`config.mk`:
```
export PLATFORM = sky130hd
export DESIGN_NAME = cfm_monitor
export DESIGN_NICKNAME = d
export VERILOG_FILES = /design/src/rtl/cfm_pkg.sv /design/src/rtl/cfm_edge_sync.sv /design/src/rtl/cfm_monitor.sv
export VERILOG_INCLUDE_DIRS = /design/src /design/src/rtl
export SDC_FILE = /design/constraint.sdc
export NUM_CORES = 1
export LEC_CHECK = 0
export ABC_AREA = 0
export BUFFER_PORTS_ARGS = -buffer_cell sky130_fd_sc_hd__clkbuf_2
export CAP_MARGIN = 20
export CORE_AREA = 3 3 130 132
export CTS_CLUSTER_SIZE = 12
export DETAILED_ROUTE_END_ITERATION = 7
export DIE_AREA = 0 0 133 135
export HOLD_SLACK_MARGIN = 0.06
export PLACE_DENSITY = 0.86
export SLEW_MARGIN = 20
export SYNTH_ARGS = -nofsm -noshare
export SYNTH_HDL_FRONTEND = slang
export SYNTH_SLANG_ARGS = --single-unit
```
`constraint.sdc`:
```
create_clock -name clock_in -period 17.4 [get_ports clock_in]
set_input_delay 2.61 -clock clock_in [delete_from_list [all_inputs] [get_ports clock_in]]
set_output_delay 2.61 -clock clock_in [all_outputs]
set_load 0.02 [all_outputs]
```
`src/rtl/cfm_consts.svh`:
```
/*
  Constants of the clock frequency monitor: widths, limits and timing counts.
  Assumes a 25 MHz system clock on clock_in.
*/
`ifndef CFM_CONSTS_SVH
`define CFM_CONSTS_SVH
`define CFM_NSRC          8
`define CFM_NOSC          7
`define CFM_CNT_W         16
`define CFM_TOL_PERCENT   10
`define CFM_PERCENT_BASE  100
`define CFM_CLK_PERIOD_NS 40
`define CFM_STOP_TIME_NS  2000
`define CFM_STOP_CYCLES   ((`CFM_STOP_TIME_NS + `CFM_CLK_PERIOD_NS - 1) / `CFM_CLK_PERIOD_NS)
`define CFM_STOP_W        8
`define CFM_REF_EDGES     4
`define CFM_WIN_W         8
`endif

```
`src/rtl/cfm_pkg.sv`:
```
/*
  Types of the clock frequency monitor: clock source codes, configuration and status.
  Assumes cfm_consts.svh is on the include path.
*/
`include "cfm_consts.svh"
package cfm_pkg;
  typedef enum logic [2:0] {
    CFM_SRC_MAIN, CFM_SRC_SUB, CFM_SRC_HIGH, CFM_SRC_MID,
    CFM_SRC_LOW, CFM_SRC_WDT, CFM_SRC_PERIPHERAL_CLOCK_B, CFM_SRC_EXT
  } cfm_src_t;

  typedef enum logic [1:0] {CFM_IDLE, CFM_ARM, CFM_COUNT, CFM_CHECK} cfm_state_t;

  typedef struct packed {
    logic                   measure_enable;
    logic                   err_irq_enable;
    logic                   ovf_irq_enable;
    logic                   stop_detect_enable;
    cfm_src_t               target_sel;
    cfm_src_t               ref_sel;
    logic [`CFM_CNT_W-1:0]  expected_count;
  } cfm_cfg_t;

  typedef struct packed {
    logic                   measuring;
    logic                   freq_err_flag;
    logic                   ovf_flag;
    logic                   oscillation_stop_flag;
    logic [`CFM_CNT_W-1:0]  last_count;
  } cfm_status_t;
endpackage
```
`src/rtl/cfm_edge_sync.sv`:
```
/*
  Two flip-flop synchroniser with a rising edge detector behind it.
  Assumes async_in is a clock or level from outside the clock_in domain.
*/
`timescale 1ns/1ps
module cfm_edge_sync (
  input  wire logic clock_in,
  input  wire logic rst_in,
  input  wire logic async_in,
  output logic      rise_out
);
  logic meta;
  logic sync;
  logic prev;
  logic next_rise;

  // The first stage feeds only the second one to keep metastability contained.
  always_comb begin
    next_rise = sync & ~prev;
  end

  always_ff @(posedge clock_in) begin
    if (rst_in) begin
      meta     <= 1'b0;
      sync     <= 1'b0;
      prev     <= 1'b0;
      rise_out <= 1'b0;
    end else begin
      meta     <= async_in;
      sync     <= meta;
      prev     <= sync;
      rise_out <= next_rise;
    end
  end
endmodule // cfm_edge_sync

```
`src/rtl/cfm_monitor.sv`:
```
/*
  Clock frequency monitor: counts target clock edges over a window of reference edges,
  checks the count against a tolerance band and watches the main oscillator for a stop.
  Assumes all monitored clocks are well below half of clock_in, since they are sampled.
*/
// Contract
// Reference is any oscillator, watchdog, peripheral clock or the external reference pin.
// Target is any oscillator, watchdog clock or peripheral clock.
// A count outside the allowed band raises frequency error or overflow.
// Each interrupt reaches its output only while its enable is set.
// Band is expected count plus or minus a percentage, default ten.
// A stopped main oscillator switches the system to the middle-speed oscillator.
// An oscillator stop raises the NMI and sets the stop flag.
// Target edges are counted per reference window; a counter wrap means overflow.
`timescale 1ns/1ps
`include "cfm_consts.svh"
module cfm_monitor #(
  parameter int TOL_PERCENT = `CFM_TOL_PERCENT,
  parameter int REF_EDGES   = `CFM_REF_EDGES
) (
  input  wire logic                    clock_in,
  input  wire logic                    rst_in,
  input  wire logic [`CFM_NOSC-1:0]    osc_in,
  input  wire logic                    external_reference_input_in,
  input  wire cfm_pkg::cfm_cfg_t       cfg_in,
  input  wire logic                    err_clear_in,
  input  wire logic                    ovf_clear_in,
  input  wire logic                    nmi_clear_in,
  output logic                         freq_err_irq_out,
  output logic                         overflow_irq_out,
  output logic                         nmi_out,
  output logic                         mid_osc_select_out,
  output cfm_pkg::cfm_status_t         status_out
);
  import cfm_pkg::*;

  logic [`CFM_NSRC-1:0]   src_raw;
  logic [`CFM_NSRC-1:0]   src_rise;
  logic                   tgt_rise;
  logic                   ref_rise;
  cfm_state_t             st;
  cfm_state_t             next_st;
  logic [`CFM_WIN_W-1:0]  win;
  logic [`CFM_WIN_W-1:0]  next_win;
  logic [`CFM_CNT_W-1:0]  tgt_cnt;
  logic [`CFM_CNT_W-1:0]  next_tgt_cnt;
  logic                   wrap;
  logic                   next_wrap;
  logic [`CFM_CNT_W-1:0]  last_count;
  logic [`CFM_CNT_W-1:0]  next_last_count;
  logic [`CFM_CNT_W:0]    upper;
  logic [`CFM_CNT_W:0]    next_upper;
  logic [`CFM_CNT_W-1:0]  lower;
  logic [`CFM_CNT_W-1:0]  next_lower;
  logic [31:0]            delta;
  logic                   err_evt;
  logic                   ovf_evt;
  logic                   err_flag;
  logic                   next_err_flag;
  logic                   ovf_flag;
  logic                   next_ovf_flag;
  logic [`CFM_STOP_W-1:0] stop_cnt;
  logic [`CFM_STOP_W-1:0] next_stop_cnt;
  logic                   main_stopped;
  logic                   next_main_stopped;
  logic                   stop_evt;
  logic                   stop_flag;
  logic                   next_stop_flag;
  logic                   next_err_irq;
  logic                   next_ovf_irq;
  logic                   measuring;
  logic                   next_measuring;

  assign src_raw = {external_reference_input_in, osc_in};

  genvar g;
  generate
    for (g = 0; g < `CFM_NSRC; g++) begin : g_sync
      cfm_edge_sync u_sync (
        .clock_in (clock_in),
        .rst_in   (rst_in),
        .async_in (src_raw[g]),
        .rise_out (src_rise[g])
      );
    end
  endgenerate

  // The external pin can only be a reference; a target selection of it never starts.
  assign ref_rise = src_rise[cfg_in.ref_sel];
  assign tgt_rise = src_rise[cfg_in.target_sel];

  // Limits are held in flip-flops so the wide multiply stays off the compare path.
  always_comb begin
    delta      = ({16'h0000, cfg_in.expected_count} * 32'(TOL_PERCENT)) / `CFM_PERCENT_BASE;
    next_upper = (`CFM_CNT_W+1)'({16'h0000, cfg_in.expected_count} + delta);
    if (delta[`CFM_CNT_W-1:0] > cfg_in.expected_count) begin
      next_lower = '0;
    end else begin
      next_lower = cfg_in.expected_count - delta[`CFM_CNT_W-1:0];
    end
  end

  always_comb begin
    next_st         = st;
    next_win        = win;
    next_tgt_cnt    = tgt_cnt;
    next_wrap       = wrap;
    next_last_count = last_count;
    err_evt         = 1'b0;
    ovf_evt         = 1'b0;
    case (st)
      CFM_IDLE: begin
        if (cfg_in.measure_enable && cfg_in.target_sel != CFM_SRC_EXT) begin
          next_st = CFM_ARM;
        end
      end
      CFM_ARM: begin
        if (!cfg_in.measure_enable) begin
          next_st = CFM_IDLE;
        end else if (ref_rise) begin
          next_st      = CFM_COUNT;
          next_win     = '0;
          next_tgt_cnt = '0;
          next_wrap    = 1'b0;
        end
      end
      CFM_COUNT: begin
        if (!cfg_in.measure_enable) begin
          next_st = CFM_IDLE;
        end else begin
          if (tgt_rise) begin
            next_tgt_cnt = tgt_cnt + 1'b1;
            if (&tgt_cnt) begin
              next_wrap = 1'b1;
            end
          end
          if (ref_rise) begin
            if (win == (`CFM_WIN_W)'(REF_EDGES - 1)) begin
              next_st = CFM_CHECK;
            end else begin
              next_win = win + 1'b1;
            end
          end
        end
      end
      CFM_CHECK: begin
        next_last_count = tgt_cnt;
        next_st         = CFM_ARM;
        if (wrap) begin
          ovf_evt = 1'b1;
        end else if ({1'b0, tgt_cnt} > upper || tgt_cnt < lower) begin
          err_evt = 1'b1;
        end
      end
      default: next_st = CFM_IDLE;
    endcase
    next_measuring = (next_st != CFM_IDLE);
  end

  // A flag being set in the cycle software clears it stays set.
  always_comb begin
    next_err_flag = (err_flag & ~err_clear_in) | err_evt;
    next_ovf_flag = (ovf_flag & ~ovf_clear_in) | ovf_evt;
    next_err_irq  = next_err_flag & cfg_in.err_irq_enable;
    next_ovf_irq  = next_ovf_flag & cfg_in.ovf_irq_enable;
  end

  // The switch to the middle-speed oscillator holds until reset, because a main clock
  // that comes back once has already proven unreliable.
  always_comb begin
    next_stop_cnt     = stop_cnt;
    next_main_stopped = main_stopped;
    stop_evt          = 1'b0;
    if (!cfg_in.stop_detect_enable || src_rise[CFM_SRC_MAIN]) begin
      next_stop_cnt = '0;
    end else if (!main_stopped) begin
      if (stop_cnt == (`CFM_STOP_W)'(`CFM_STOP_CYCLES - 1)) begin
        next_main_stopped = 1'b1;
        stop_evt          = 1'b1;
      end else begin
        next_stop_cnt = stop_cnt + 1'b1;
      end
    end
    next_stop_flag = (stop_flag & ~nmi_clear_in) | stop_evt;
  end

  always_ff @(posedge clock_in) begin
    if (rst_in) begin
      st                 <= CFM_IDLE;
      win                <= '0;
      tgt_cnt            <= '0;
      wrap               <= 1'b0;
      last_count         <= '0;
      upper              <= '0;
      lower              <= '0;
      err_flag           <= 1'b0;
      ovf_flag           <= 1'b0;
      freq_err_irq_out   <= 1'b0;
      overflow_irq_out   <= 1'b0;
      stop_cnt           <= '0;
      main_stopped       <= 1'b0;
      stop_flag          <= 1'b0;
      nmi_out            <= 1'b0;
      mid_osc_select_out <= 1'b0;
      measuring          <= 1'b0;
    end else begin
      st                 <= next_st;
      win                <= next_win;
      tgt_cnt            <= next_tgt_cnt;
      wrap               <= next_wrap;
      last_count         <= next_last_count;
      upper              <= next_upper;
      lower              <= next_lower;
      err_flag           <= next_err_flag;
      ovf_flag           <= next_ovf_flag;
      freq_err_irq_out   <= next_err_irq;
      overflow_irq_out   <= next_ovf_irq;
      stop_cnt           <= next_stop_cnt;
      main_stopped       <= next_main_stopped;
      stop_flag          <= next_stop_flag;
      nmi_out            <= next_stop_flag;
      mid_osc_select_out <= next_main_stopped;
      measuring          <= next_measuring;
    end
  end

  assign status_out = '{measuring: measuring, freq_err_flag: err_flag,
                        ovf_flag: ovf_flag, oscillation_stop_flag: stop_flag,
                        last_count: last_count};
endmodule // cfm_monitor

```
# Word level (Yosys, flattened, before mapping)
# Cells that the tools add are included.
dict set report totals {
  register_bits 123
  inputBits 39
  out_inout_bits 24
}
dict set report classes {
  addsub 5
  multipliers 1
  n_div 1
  magnitude_cmp 5
  eq_ne 13
  mux 37
  bitwise 29
  n_reduce_logical 14
}
# op n
set ops {}
lappend ops {{16-bit 2-to-1 mux} 4}
lappend ops {{8-bit 2-to-1 mux} 5}
lappend ops {{20-bit by 7-bit divider with 32-bit output (second input constant)} 1}
lappend ops {{16-bit one-hot mux with 2 select lines} 1}
lappend ops {{16-bit by 3-bit multiplier with 19-bit output (second input constant)} 1}
lappend ops {{16-bit by 17-bit adder with 17-bit output} 1}
lappend ops {{16-bit by 17-bit greater-than comparator with 1-bit output} 1}
lappend ops {{16-bit by 1-bit adder with 16-bit output (second input constant)} 1}
lappend ops {{8-bit by 1-bit adder with 8-bit output (second input constant)} 2}
lappend ops {{16-bit greater-than comparator} 1}
lappend ops {{16-bit less-than comparator} 1}
lappend ops {{1-bit 2-to-1 mux} 16}
lappend ops {{8-bit one-hot mux with 2 select lines} 1}
lappend ops {{16-bit AND reduction} 1}
lappend ops {{16-bit subtractor} 1}
lappend ops {{2-bit inequality test (second input constant)} 7}
lappend ops {{1-bit bitwise AND} 13}
lappend ops {{1-bit NOT} 13}
lappend ops {{2-bit 2-to-1 mux} 6}
lappend ops {{6-bit AND reduction} 2}
lappend ops {{8-bit by 2-bit equality test with 1-bit output (second input constant)} 1}
lappend ops {{8-bit by 6-bit equality test with 1-bit output (second input constant)} 1}
lappend ops {{3-bit by 4-bit less-than comparator with 1-bit output (second input constant)} 2}
lappend ops {{2-bit one-hot mux with 4 select lines} 1}
lappend ops {{14 further kinds} 21}

# Longest topological paths before layout
# Gate-level depths: netlist of the first run.
dict set report logic_depth {
  ltp_word 7
  mapped_depth 69
  depth_no_buf 64
}

# By module
# Synthesis of the first run repeated with hierarchy kept, for this count alone.
dict set report unflattened {
  hier_cells 1202
  area_unflattened_um2 9955.8
}
# mod instances cells_each area_per_inst_um2 seq_area_each_um2
set by_module_without_submodules {}
lappend by_module_without_submodules {cfm_monitor 1 1138 9064.9 1821.7}
lappend by_module_without_submodules {cfm_edge_sync 8 8 111.4 80.1}

# Worst setup path before layout of the first run
# No wires, ideal clock.
dict set report synth_path {
  path_kind {input -> register}
  start {in cfg_in[1] (netlist bit)}
  end {reg lower[10]}
  t_arrival_ps 14536
  slack_ps 2737
  path_stages 60
  path_buffers 5
  path_cell_list {ha_1 -> ha_1 -> fa_1 -> a21o_1 -> a221oi_4 -> o2111a_1 -> o211a_1 -> buf_4 -> o211ai_2 -> and3_1 -> buf_6 -> a32oi_2 -> nor3_2 -> a311oi_4 -> mux2i_2 -> a21bo_2 -> a21oi_2 -> o31ai_4 -> (+24 left out) -> nor2_1 -> nor2_1 -> o21bai_1 -> a21oi_1 -> o21bai_1 -> a21oi_1 -> o21bai_1 -> a21oi_1 -> o21bai_1 -> a21oi_1 -> nor2_1 -> nor2_1 -> nor2_1 -> nor4_1 -> or2_2 -> clkbuf_1 -> clkbuf_1 -> nor2_1}
}
dict set report synth_between {
  elab_chain_len 4
  elab_cells_between_ends 5
  classes_between {1 x add/sub; 1 x mul; 1 x div; 1 x order compare; 1 x reduce/logical}
}
# element line
set synth_rtl {}
lappend synth_rtl {{from (decl)} cfm_monitor.sv:25} ;# input wire cfm_pkg::cfm_cfg_t cfg_in,
lappend synth_rtl {{16-bit by 3-bit multiplier with 19-bit output} cfm_monitor.sv:94} ;# delta = ({16'h0000, cfg_in.expected_count} * 32'(TOL_PERCENT)) / `CFM_PERCENT_BASE;
lappend synth_rtl {{20-bit by 7-bit divider with 32-bit output (no line)} n/a}
lappend synth_rtl {{16-bit greater-than comparator} cfm_monitor.sv:96} ;# if (delta[`CFM_CNT_W-1:0] > cfg_in.expected_count) begin
lappend synth_rtl {{2-bit OR reduction (no line)} n/a}
lappend synth_rtl {{to (signal assigned)} cfm_monitor.sv:213} ;# lower <= next_lower;
lappend synth_rtl {{to (decl)} cfm_monitor.sv:53} ;# logic [`CFM_CNT_W-1:0] lower;
# Parallel ways exist; a longest one is shown, timed or not.
# A chain may end at the register's enable or synchronous reset.

# Worst setup path after layout of the first run
dict set report layout_path {
  start {in cfg_in[1] (netlist bit)}
  end {reg lower[8]}
}
# Same word-level chain as after synthesis.

==> metrics list, run 1 <==
- Status: finished clean
* Clock tree from TritonCTS: built
- Measured against its own limit, the worst slew margin works out to 26.8%.
- Number of placement rows: 46
- Number of buffers inserted by hold repair at cts: 0
* Register area: 0.00246 mm2
* Port Buf Inserts: 62
* Iteration-0 DRC count of the detailed router: 560
* Total of fill cells in the finished design: 1,174
- In this run, CTS created clock tree buffers numbering 17.
* Post-synth design cell area: 0.00996 mm2
- Post-synthesis area per instance: 8.41 um2
- Number of gates resized after CTS: 0
- Detail-routed net length per standard cell: 15.9 um
- Biggest area consumer among synthesized cells: sky130_fd_sc_hd__dfxtp_1
- In the routed layout, each cell is associated on average with a via count of 6.12.
- Proportion of layout cells with a drive suffix above 1: 13.6%
* Area of the die: 0.0180 mm2
- Cell with the largest stage delay on the worst path: sky130_fd_sc_hd__or4_1
- Critical Path Sink Type: flip-flop
* Total wire length after detailed routing: 23,100 um
* Placeable Area: 0.0158 mm2
- FF+latch count, synth: 123
- After the last flow step, the layout net total stands at 1,362.
* Count of vias placed by the detailed router: 8,899
- Cell area after placement: 0.0103 mm2
* Final global-route overflow total: 0
- Data on the critical path arrives at its endpoint at 16.58 ns.
- Clock transition at path regs: 0.06 ns
* Net Count, Synth: 1,321
- Routability congestion estimate from global placement: 0.969
- The first global-routing pass estimated 39,000 um of wire.
- Actual slew at the worst max-slew pin: 1.09 ns
* Number of setup buffers added after CTS: 0
- The final number of max-transition violations came to 0.
- Biggest fanout along the worst timing path: 15
- Number of hold violations in the final report: 0
- Sequential element share of the synthesized area: 24.7%
- Number of clock sinks seen by CTS: 123
* Maximum achievable frequency: 61.4 MHz
* Cell area after layout: 0.0109 mm2
* Depth of the CTS H-tree: 4
* Ys async rst share: 0%
* Min Tclk post-route: 16.28 ns
* Final ANT Viol Nets: 0
* Setup repair after global routing missed its margin: false
- The repair_antennas step left the layout with diodes totalling 0.
* Period Utilization, post-route: 93.6%
- In this run the vertical extent of the chip is 135 um.
* Startpoint-to-endpoint class of the critical path: in -> reg
- Setup violations remaining at the end of the flow were counted as 0.
- Cell count after synthesis: 1,184
- Worst stage delay on the critical path: 0.54 ns
* Total negative slack: 0 ns
- In this run the worst hold path is classified as reg -> reg.
- After synthesis, the netlist uses 112 different library cells.
* Worst hold slack across all endpoints: 0.380 ns
* HPWL Detailed: 17,100 um
- Warnings from Yosys: 0
* Gr usage total: 25.6%
* Dominant register cell in the synthesized netlist: sky130_fd_sc_hd__dfxtp_1
- Sort of element at the start of the critical path: primary input
* Post-Route Skew: 0.00872 ns
- The initial utilization of the core area, before any placement, comes to 62.9%.
- Count of TritonRoute iterations in the first routing pass: 5
- Of the post-synthesis cell area, the dominant cell type holds 24.7%.
* Data required, critical path: 17.69 ns
* Number of max-cap violations: 0
- DRC violations left: 0
- Cells fill 69.0% of the core in the end.
* Largest cells by area after synthesis: sky130_fd_sc_hd__dfxtp_1 25%, sky130_fd_sc_hd__ha_1 12%, sky130_fd_sc_hd__nor2_1 5.7%
* Number of antenna violations at the first check in global routing: 0
- Area used by multi-input combinational logic: 0.00700 mm2
- Vias in the first global route: 8,465
- The die is 133 um wide.
- Layout overhead on the synthesized area: 9.72%
* Clock tree root driver cell: sky130_fd_sc_hd__clkbuf_16
- I/O pin count: 63
* EDFF count, synth: 0
- Entering global routing, the biggest net connects 68 pins.
- For the worst-skew pair, the clock arrives at the later sink with an insertion delay of 0.42 ns.
- Number of buffers on the longest clock path: 2
- Crit path top cell by count: sky130_fd_sc_hd__nor2_1
logic make-up (layout without fill, tap and decap cells):
kind of cell | Yosys count | count (layout) | synth area share (%)
simple gates | 419 | 419 | 20.7
fa+ha+maj | 101 | 101 | 12.9
xor+xnor | 99 | 99 | 9.12
compound gates | 298 | 298 | 23.6
flops | 123 | 123 | 24.7
mux | 33 | 33 | 3.93
buf+inv | 111 | 165 | 5.01
synth_stat cells, types with 5 or more instances:
master                        n
sky130_fd_sc_hd__dfxtp_1    123
sky130_fd_sc_hd__and2_1      13
sky130_fd_sc_hd__xnor2_1     64
sky130_fd_sc_hd__mux2i_1     24
sky130_fd_sc_hd__nor2_1     151
sky130_fd_sc_hd__nor3_1      31
sky130_fd_sc_hd__a211oi_1     9
sky130_fd_sc_hd__a31oi_1      6
sky130_fd_sc_hd__clkbuf_1    16
sky130_fd_sc_hd__o211ai_1    18
sky130_fd_sc_hd__a21oi_1     64
sky130_fd_sc_hd__nand2_1     62
sky130_fd_sc_hd__o211a_1      6
sky130_fd_sc_hd__o21a_1       9
sky130_fd_sc_hd__inv_1       66
sky130_fd_sc_hd__buf_4        8
sky130_fd_sc_hd__o21ai_1     13
sky130_fd_sc_hd__o31ai_2      5
sky130_fd_sc_hd__nand4_1     19
sky130_fd_sc_hd__o21ai_0     26
sky130_fd_sc_hd__nand3_1     40
sky130_fd_sc_hd__o2111a_1     6
sky130_fd_sc_hd__o2111ai_1    7
sky130_fd_sc_hd__buf_2       10
sky130_fd_sc_hd__nand2b_1     9
sky130_fd_sc_hd__ha_1        95
sky130_fd_sc_hd__o22ai_1      9
sky130_fd_sc_hd__or3_1        7
sky130_fd_sc_hd__buf_6        5
sky130_fd_sc_hd__and3_1       9
sky130_fd_sc_hd__nor2b_1     43
sky130_fd_sc_hd__o21bai_1    15
sky130_fd_sc_hd__a21o_1      22
sky130_fd_sc_hd__o31ai_1      5
sky130_fd_sc_hd__xor2_1      31
critical path, delay by kind of cell:
kind	cells	cell delay, ns
AO/OA/AOI/OAI	29	7.43
AND/OR/NAND/NOR	15	3.24
adder cells (fa/ha/maj)	6	1.99
buffers and inverters	4	0.58
XOR/XNOR	1	0.38
multiplexers	1	0.33
worst paths after layout:
kind                                                  startpoint                              endpoint  slack (ns)  cells past startpoint
worst max-delay path                                   cfg_in[1]                   lower[8]$_SDFF_PP0_        1.12                     56
worst max register to register           tgt_cnt[1]$_SDFFE_PP0P_           freq_err_irq_out$_SDFF_PP0_       13.55                     24
worst min-delay path            g_sync[6].u_sync.prev$_SDFF_PP0_  g_sync[6].u_sync.rise_out$_SDFF_PP0_        0.38                      1
worst min register to register  g_sync[6].u_sync.prev$_SDFF_PP0_  g_sync[6].u_sync.rise_out$_SDFF_PP0_        0.38                      1
per-layer routing:
layer	vias to the layer above	part of all wire [%]	global-route usage (%)
met2	300	50	46.1
met4	0	2.2	9.58
met3	49	4.8	2.94
li1	4354	-	-
met5	-	0	0
met1	4196	43	31.3
through the flow:
stage,worst slack [ns],instances
6_report,1.12,1454
3_3_place_gp,1.64,1422
4_1_cts,1.30,1454
5_1_grt,0.0332,1454
3_5_place_dp,1.04,1422
2_1_floorplan,2.74,1184
area by class of cell:
class	instances	area share [%]
clock inverters	14	1.69
inverters	70	2.43
repair buffers	63	2.91
flip-flops and latches	123	22.5
multi-input cells	950	64.0
well taps	216	2.47
clock buffers	18	3.93
placed cells by master (no fill, tap or decap), types with 18 or more instances in the layout:
master                       n
sky130_fd_sc_hd__a21o_1     22
sky130_fd_sc_hd__a21oi_1    64
sky130_fd_sc_hd__clkbuf_2   62
sky130_fd_sc_hd__dfxtp_1   123
sky130_fd_sc_hd__ha_1       95
sky130_fd_sc_hd__inv_1      66
sky130_fd_sc_hd__mux2i_1    24
sky130_fd_sc_hd__nand2_1    62
sky130_fd_sc_hd__nand3_1    40
sky130_fd_sc_hd__nand4_1    19
sky130_fd_sc_hd__nor2_1    151
sky130_fd_sc_hd__nor2b_1    43
sky130_fd_sc_hd__nor3_1     31
sky130_fd_sc_hd__o211ai_1   18
sky130_fd_sc_hd__o21ai_0    26
sky130_fd_sc_hd__xnor2_1    64
sky130_fd_sc_hd__xor2_1     31
state kept, by name (all words and copies together) (netlist names), 2 cells and up:
register                cells
upper                      17
g_sync.u_sync.rise_out      8
last_count                 16
lower                      16
g_sync.u_sync.meta          8
tgt_cnt                    16
st                          2
g_sync.u_sync.sync          8
g_sync.u_sync.prev          8
stop_cnt                    8
win                         8
Power of run 1 is left out: the tool's default activity adds up to more than one toggle a clock period on the data nets, which glitch-free logic cannot reach.
==> run 2: changes to the inputs <==
- SYNTH_HIERARCHICAL: unset -> 1
==> run 2 against run 1 <==
  * First-iteration DRC count increased by 19%
  * Critical endpoint is now lower[9]$_SDFF_PP0_
  * Die area unchanged
  * Worst setup slack better by 0.042 ns
  * Fmax rose by 0.26%
  * Clock-buffer cell count grew 1
  * Clock skew is 0.0015 ns lower
  * Critical path type unchanged
  * Core utilization up 0.21 points
  * Non-clock buffer count grew 3
  * Sequential share of layout area is 0.069 points lower
==> metrics list, run 2 <==
- The initial core utilization came to 62.9% (about the same).
- Yosys instantiated no cell more often than sky130_fd_sc_hd__nor2_1.
- The via count came to 8,877 (-0.25%).
- Total of fill cells in the finished design: 1,161 (-1.1%)
- By area the synthesized netlist is led by sky130_fd_sc_hd__dfxtp_1 25%, sky130_fd_sc_hd__ha_1 12%, sky130_fd_sc_hd__nor2_1 5.6%.
* Number of gates resized after CTS: 0 (unchanged)
- Type of the worst min-delay path: reg -> reg
* Largest register by flop count: upper
- The library cell used most frequently in the layout, excluding fill and tap cells, is sky130_fd_sc_hd__nor2_1.
- Worst max-slew margin expressed relative to the limit: 28.2% (+1.4 points)
* Detail-routed net length per standard cell: 15.7 um (-1.1%)
* Endpoint arrival time on the critical path: 16.52 ns (-0.06 ns)
* Source-to-sink clock delay at the later pin of the worst-skew pair: 0.41 ns (about the same)
* Routability congestion estimate from global placement: 0.938 (-3.2%)
- The maximum root-to-sink buffer count is 2 (unchanged).
- The summed instance area of the synthesized netlist came to 0.00996 mm2 (about the same).
* Clock transition at path regs: 0.05 ns (about the same)
- The highest cell delay on the worst timing path came to 0.88 ns (+0.34 ns).
- Number of placement rows: 46 (unchanged)
- EDFF count, synth: 0 (unchanged)
- The async set-or-reset flop fraction in the synthesized netlist was 0% (unchanged).
- Clock tree synthesis selected as its root buffer the cell sky130_fd_sc_hd__clkbuf_16.
- Overall die width: 133 um (unchanged)
- Number of max-cap violations: 0 (unchanged)
- Top-area cell type share of the netlist area: 24.7% (about the same)
- The final period demand of the worst path came to 16.24 ns (-0.0418 ns).
- Dominant register cell in the synthesized netlist: sky130_fd_sc_hd__dfxtp_1
- I/O pin count: 63 (unchanged)
- The highest fanout seen on the critical path is 17 (+2).
* Placeable Area: 0.0158 mm2 (unchanged)
- The final clock skew came to 0.00722 ns (-0.00150 ns).
- Maximum achievable frequency: 61.6 MHz (+0.26%)
- In the layout the commonest cells are 149 x sky130_fd_sc_hd__nor2_1, 123 x sky130_fd_sc_hd__dfxtp_1, 95 x sky130_fd_sc_hd__ha_1, 80 x sky130_fd_sc_hd__a21oi_1, 78 x sky130_fd_sc_hd__nand2_1.
- The number of cells in the design after placement was 1,436 (+0.98%).
- The maximum level of the CTS H-tree is 4 (unchanged).
- Maximum number of pins on one net before global-route repair: 79 (+16%)
- The violation count after the first detailed-routing iteration was 669 (+19%).
* Inserted Clock Buffers: 17 (unchanged)
- The number of buffers inserted to repair setup after CTS is 0 (unchanged).
- Largest register FFs: 17 (unchanged)
* Cell count after synthesis: 1,202 (+1.5%)
- Critical Path Sink Type: flip-flop
* Final setup vio count: 0 (unchanged)
- The final number of max-transition violations was 0 (unchanged).
- Number of clock sinks seen by CTS: 123 (unchanged)
- Data required, critical path: 17.68 ns (about the same)
- The area occupied by multi-input gates came to 0.00699 mm2 (-0.13%).
- Status: finished clean
- The worst-margin pin slew came to 1.07 ns (-0.0152 ns).
* Via/cell ratio: 6.05 (-1.2%)
- The number of antenna cells inserted was 0 (unchanged).
- After synthesis, the most frequently instantiated cells are 149 x sky130_fd_sc_hd__nor2_1, 123 x sky130_fd_sc_hd__dfxtp_1, 95 x sky130_fd_sc_hd__ha_1, 80 x sky130_fd_sc_hd__a21oi_1, 78 x sky130_fd_sc_hd__nand2_1.
- Crit path top cell by count: sky130_fd_sc_hd__nor2_1
- The initial antenna violation count came to 0 (unchanged).
- The remaining number of nets flagged by the antenna check after routing came to 0 (unchanged).
* Setup repair after global routing missed its margin: false
- Post-synthesis area per instance: 8.28 um2 (-1.5%)
- The ratio of cells with drive above 1 in the final layout was 13.8% (+0.25 points).
- Startpoint-to-endpoint class of the critical path: in -> reg
* Final nets: 1,376 (+1.0%)
- The worst reg2reg path depth came to 24 (unchanged).
- The floorplan die area was 0.0180 mm2 (unchanged).
- Biggest area consumer among synthesized cells: sky130_fd_sc_hd__dfxtp_1
- The count of buffers inserted at the top-level ports came to 62 (unchanged).
- Total wire length after detailed routing: 23,100 um (-0.18%)
- The final hold violation count came to 0 (unchanged).
* Non-filler instance count after layout: 1,468 (+0.96%)
- Final global-route overflow total: 0 (unchanged)
- HPWL Detailed: 16,900 um (-0.96%)
- Net Count, Synth: 1,339 (+1.4%)
* Sort of element at the start of the critical path: primary input
- The share of the clock period used by the worst path is 93.3% (-0.24 points).
- The number of global-route vias before repair is 8,164 (-3.6%).
- The number of distinct standard cells referenced by the synthesized netlist is 108 (-3.6%).
- The area taken by flip-flops and latches was 0.00246 mm2 (unchanged).
- FF+latch count, synth: 123 (unchanged)
- Overall die height: 135 um (unchanged)
* Gr usage total: 25.2% (-0.41 points)
* Number of buffers inserted by hold repair at cts: 0 (unchanged)
* Warnings from Yosys: 6 (+6)
- Cell with the largest stage delay on the worst path: sky130_fd_sc_hd__a211oi_2
* Depth of the worst hold-timing path: 1 (unchanged)
* Sequential element share of the synthesized area: 24.7% (about the same)
- Total negative slack: 0 ns (unchanged)
* Layout overhead on the synthesized area: 10.1%
* Count of TritonRoute iterations in the first routing pass: 6 (+1)
- DRC violations left: 0 (unchanged)
- The global-route wire length before repair came to 38,400 um (-1.5%).
- TritonCTS built the clock tree.
## run 2: path summary, 6_finish.rpt
check,from,end,slack (ns)
min,g_sync[5].u_sync/prev$_SDFF_PP0_,g_sync[5].u_sync/rise_out$_SDFF_PP0_,0.41
max reg2reg,tgt_cnt[1]$_SDFFE_PP0P_,freq_err_irq_out$_SDFF_PP0_,13.73
max,cfg_in[2],lower[9]$_SDFF_PP0_,1.16
min reg2reg,g_sync[5].u_sync/prev$_SDFF_PP0_,g_sync[5].u_sync/rise_out$_SDFF_PP0_,0.41
## run 2: final cells by class
class	instances	share of cell area, %
Sequential cell	123	22.5
Tap cell	216	2.47
Inverter	67	2.34
Clock buffer	19	4.13
Timing Repair Buffer	66	3.10
Multi-Input combinational cell	964	63.8
Clock inverter	13	1.73
## run 2: cell families (layout without fill, tap and decap cells)
logic type               count (synthesis)  after routing  share of synthesized area (%)
XOR/XNOR                                86             86                           7.83
adder cells (fa/ha/maj)                101            101                           12.9
AND/OR/NAND/NOR                        421            421                           21.4
flip-flops                             123            123                           24.7
buffers and inverters                  115            165                           5.06
multiplexers                            36             36                           4.27
AO/OA/AOI/OAI                          320            320                           23.9
## run 2: metrics by stage
| step | utilization (%) | worst slack, ns | area [um2] | hold slack (ns) |
|---|---|---|---|---|
| after floorplan | - | 2.42 | 9960 | 0.387 |
| after global placement | 65.2 | 1.62 | 10300 | 0.391 |
| after detailed placement | 65.2 | 1.03 | 10300 | 0.396 |
| after CTS | 69.3 | 1.34 | 11000 | 0.414 |
| after global routing | 69.3 | 0.127 | 11000 | 0.421 |
| final | 69.3 | 1.16 | 11000 | 0.412 |
## run 2: critical path: cells and delay by family
kind | cells | cell delay (ns)
AOI/OAI and AO/OA | 28 | 7.73
and+or+nand+nor | 17 | 3.98
adders and majority gates | 5 | 1.50
buffers and inverters | 4 | 0.41
xor gates and xnor gates | 1 | 0.17
muxes | 1 | 0.09
## run 2: routing by layer
| metal | global-route usage (%) | up-vias | part of all wire [%] |
|---|---|---|---|
| met3 | 3.32 | 27 | 4.8 |
| met4 | 6.29 | 0 | 1.2 |
| li1 | - | 4410 | - |
| met1 | 32.8 | 4142 | 45 |
| met5 | 0 | - | 0 |
| met2 | 44.3 | 298 | 49 |
Power of run 2 is left out for the same reason.
==> run 3: changes to the inputs <==
- PLACE_DENSITY: 0.86 -> unset
- PLACE_DENSITY_LB_ADDON: unset -> 0.12
==> run 3 against run 2 <==
  * Register-to-register slack better by 0.09 ns
  * Core utilization is 0.36 points lower
  * Flip-flop and latch count unchanged
  * Global-route usage down 0.87 points
  * Clock-buffer cell count down 1
  * Critical endpoint is now lower[3]$_SDFF_PP0_
==> metrics list, run 3 (same netlist as run 2, synthesis figures left out) <==
- The post-placement cell area came to 0.0103 mm2 (about the same).
- The highest cell delay on the worst timing path was 0.59 ns (-0.29 ns).
* Overall die height: 135 um (unchanged)
* Reg2Reg Launch Point: tgt_cnt[1]$_SDFFE_PP0P_
- Largest register by flop count: upper
* First-pass GRT wire length: 37,200 um (-3.0%)
- The flip-flop count of the largest register after layout is 17 (unchanged).
- The post-detailed-placement half-perimeter wirelength came to 17,000 um (+0.62%).
- Area of the die: 0.0180 mm2 (unchanged)
* Vias in the first global route: 8,146 (-0.22%)
* Number of setup buffers added after CTS: 0 (unchanged)
- The final standard cell area without fillers came to 0.0109 mm2 (-0.53%).
* Min Tclk post-route: 15.96 ns (-0.278 ns)
* Crit path top cell by count: sky130_fd_sc_hd__nor2_1
* Worst max-slew margin expressed relative to the limit: 29.4% (+1.2 points)
- Number of placement rows: 46 (unchanged)
* Initial standard-cell utilization of the core: 62.9% (unchanged)
- Final setup vio count: 0 (unchanged)
- TritonCTS built the clock tree.
- The number of fillers in the final layout came to 1,326 (+14%).
- The number of clock sinks seen by CTS came to 123 (unchanged).
* Detail-routed net length per standard cell: 15.2 um (-3.6%)
- Total wire length after detailed routing: 22,200 um (-3.7%)
* Layout overhead on the synthesized area: 9.53%
- Total negative slack: 0 ns (unchanged)
- Count of pins over their slew limit: 0 (unchanged)
* Maximum achievable frequency: 62.6 MHz (+1.7%)
- Worst Min Path Start: g_sync[2].u_sync/prev$_SDFF_PP0_
* Data required, critical path: 17.68 ns (about the same)
- The run finished with clean final reports.
- The number of maximum-capacitance violations is 0 (unchanged).
- Iteration-0 DRC count of the detailed router: 553 (-17%)
- In the layout the commonest cells are 149 x sky130_fd_sc_hd__nor2_1, 123 x sky130_fd_sc_hd__dfxtp_1, 95 x sky130_fd_sc_hd__ha_1, 80 x sky130_fd_sc_hd__a21oi_1, 78 x sky130_fd_sc_hd__nand2_1.
* Overall die width: 133 um (unchanged)
* Most common library cell in the layout ignoring fill and taps: sky130_fd_sc_hd__nor2_1
* Cell with the largest stage delay on the worst path: sky130_fd_sc_hd__or4b_4
- Placeable Area: 0.0158 mm2 (unchanged)
* Startpoint-to-endpoint class of the critical path: in -> reg
* Routability congestion estimate from global placement: 0.964 (+2.7%)
- The number of detailed-route iterations in the first pass is 5 (-1).
- The worst hold path belongs to the class reg -> reg.
* Post-Route Skew: 0.00595 ns (-0.00127 ns)
- Maximum number of pins on one net before global-route repair: 79 (unchanged)
- Worst hold slack across all endpoints: 0.402 ns (-0.0104 ns)
* Number of buffers on the longest clock path: 2 (unchanged)
* Clock transition at path regs: 0.06 ns (about the same)
- The initial antenna violation count was 0 (unchanged).
- The maximum level of the CTS H-tree is 4 (unchanged).
- The number of antenna cells inserted is 0 (unchanged).
- The worst-margin pin slew was 1.06 ns (-0.0190 ns).
- The number of gates given a new drive strength after cts was 0 (unchanged).
* Number of hold violations in the final report: 0 (unchanged)
- Gr usage total: 24.3% (-0.87 points)
- The count of hold-fix buffers inserted at cts came to 0 (unchanged).
- The worst setup path is captured at a flip-flop.
- Final nets: 1,375 (-0.073%)
- Final ANT Viol Nets: 0 (unchanged)
- Source-to-sink clock delay at the later pin of the worst-skew pair: 0.41 ns (about the same)
- Count of vias placed by the detailed router: 8,793 (-0.95%)
- Setup repair after global routing missed its margin: false
- Sort of element at the start of the critical path: primary input
* I/O pin count: 63 (unchanged)
- The root buffer cell chosen for the clock tree is sky130_fd_sc_hd__clkbuf_16.
- Inserted Clock Buffers: 17 (unchanged)
* Port Buf Inserts: 62 (unchanged)
- Worst setup path start: cfg_in[1]
- The highest fanout seen on the critical path is 15 (-2).
- The average via count per standard cell came to 5.99 (-0.88%).
* Endpoint arrival time on the critical path: 16.25 ns (-0.27 ns)
- Period Utilization, post-route: 91.7% (-1.6 points)
- DRC violations left: 0 (unchanged)
- Proportion of layout cells with a drive suffix above 1: 13.7% (-0.069 points)
- Final global-route overflow total: 0 (unchanged)
[run 3: through the flow]
step           setup slack [ns]  utilization (%)  std cells
2_1_floorplan              2.42                -       1202
3_5_place_dp               1.22             65.1       1435
4_1_cts                    1.59             68.9       1467
5_1_grt                   0.289             68.9       1467
3_3_place_gp               1.46             65.1       1435
6_report                   1.44             68.9       1467
[run 3: final cells by class]
cell class	instances	area [um2]	area share, %
Clock inverter	14	160	1.47
Timing Repair Buffer	65	333	3.05
Clock buffer	18	429	3.94
Sequential cell	123	2460	22.6
Inverter	67	256	2.35
Tap cell	216	270	2.48
Multi-Input combinational cell	964	6990	64.1
[run 3: layer usage]
layer	vias to the layer above	track usage [%]	share of wire, %
met5	-	0	0
met4	0	7.10	1.7
met3	38	3.13	3.6
met2	222	43.3	49
met1	4113	30.8	46
li1	4420	-	-
[run 3: worst max-delay path, delay by kind of cell]
kind	cells	cell delay, ns
xor+xnor	1	0.45
fa+ha+maj	6	1.89
mux	1	0.09
buf+inv	3	0.35
simple gates	17	4.14
compound gates	28	6.63
[run 3: final timing paths]
path	to	slack [ns]	cells past startpoint
setup / recovery	lower[3]$_SDFF_PP0_	1.44	56
hold / removal	g_sync[2].u_sync/rise_out$_SDFF_PP0_	0.40	1
setup reg to reg	freq_err_irq_out$_SDFF_PP0_	13.82	24
hold reg to reg	g_sync[2].u_sync/rise_out$_SDFF_PP0_	0.40	1
Power of run 3 is left out for the same reason.
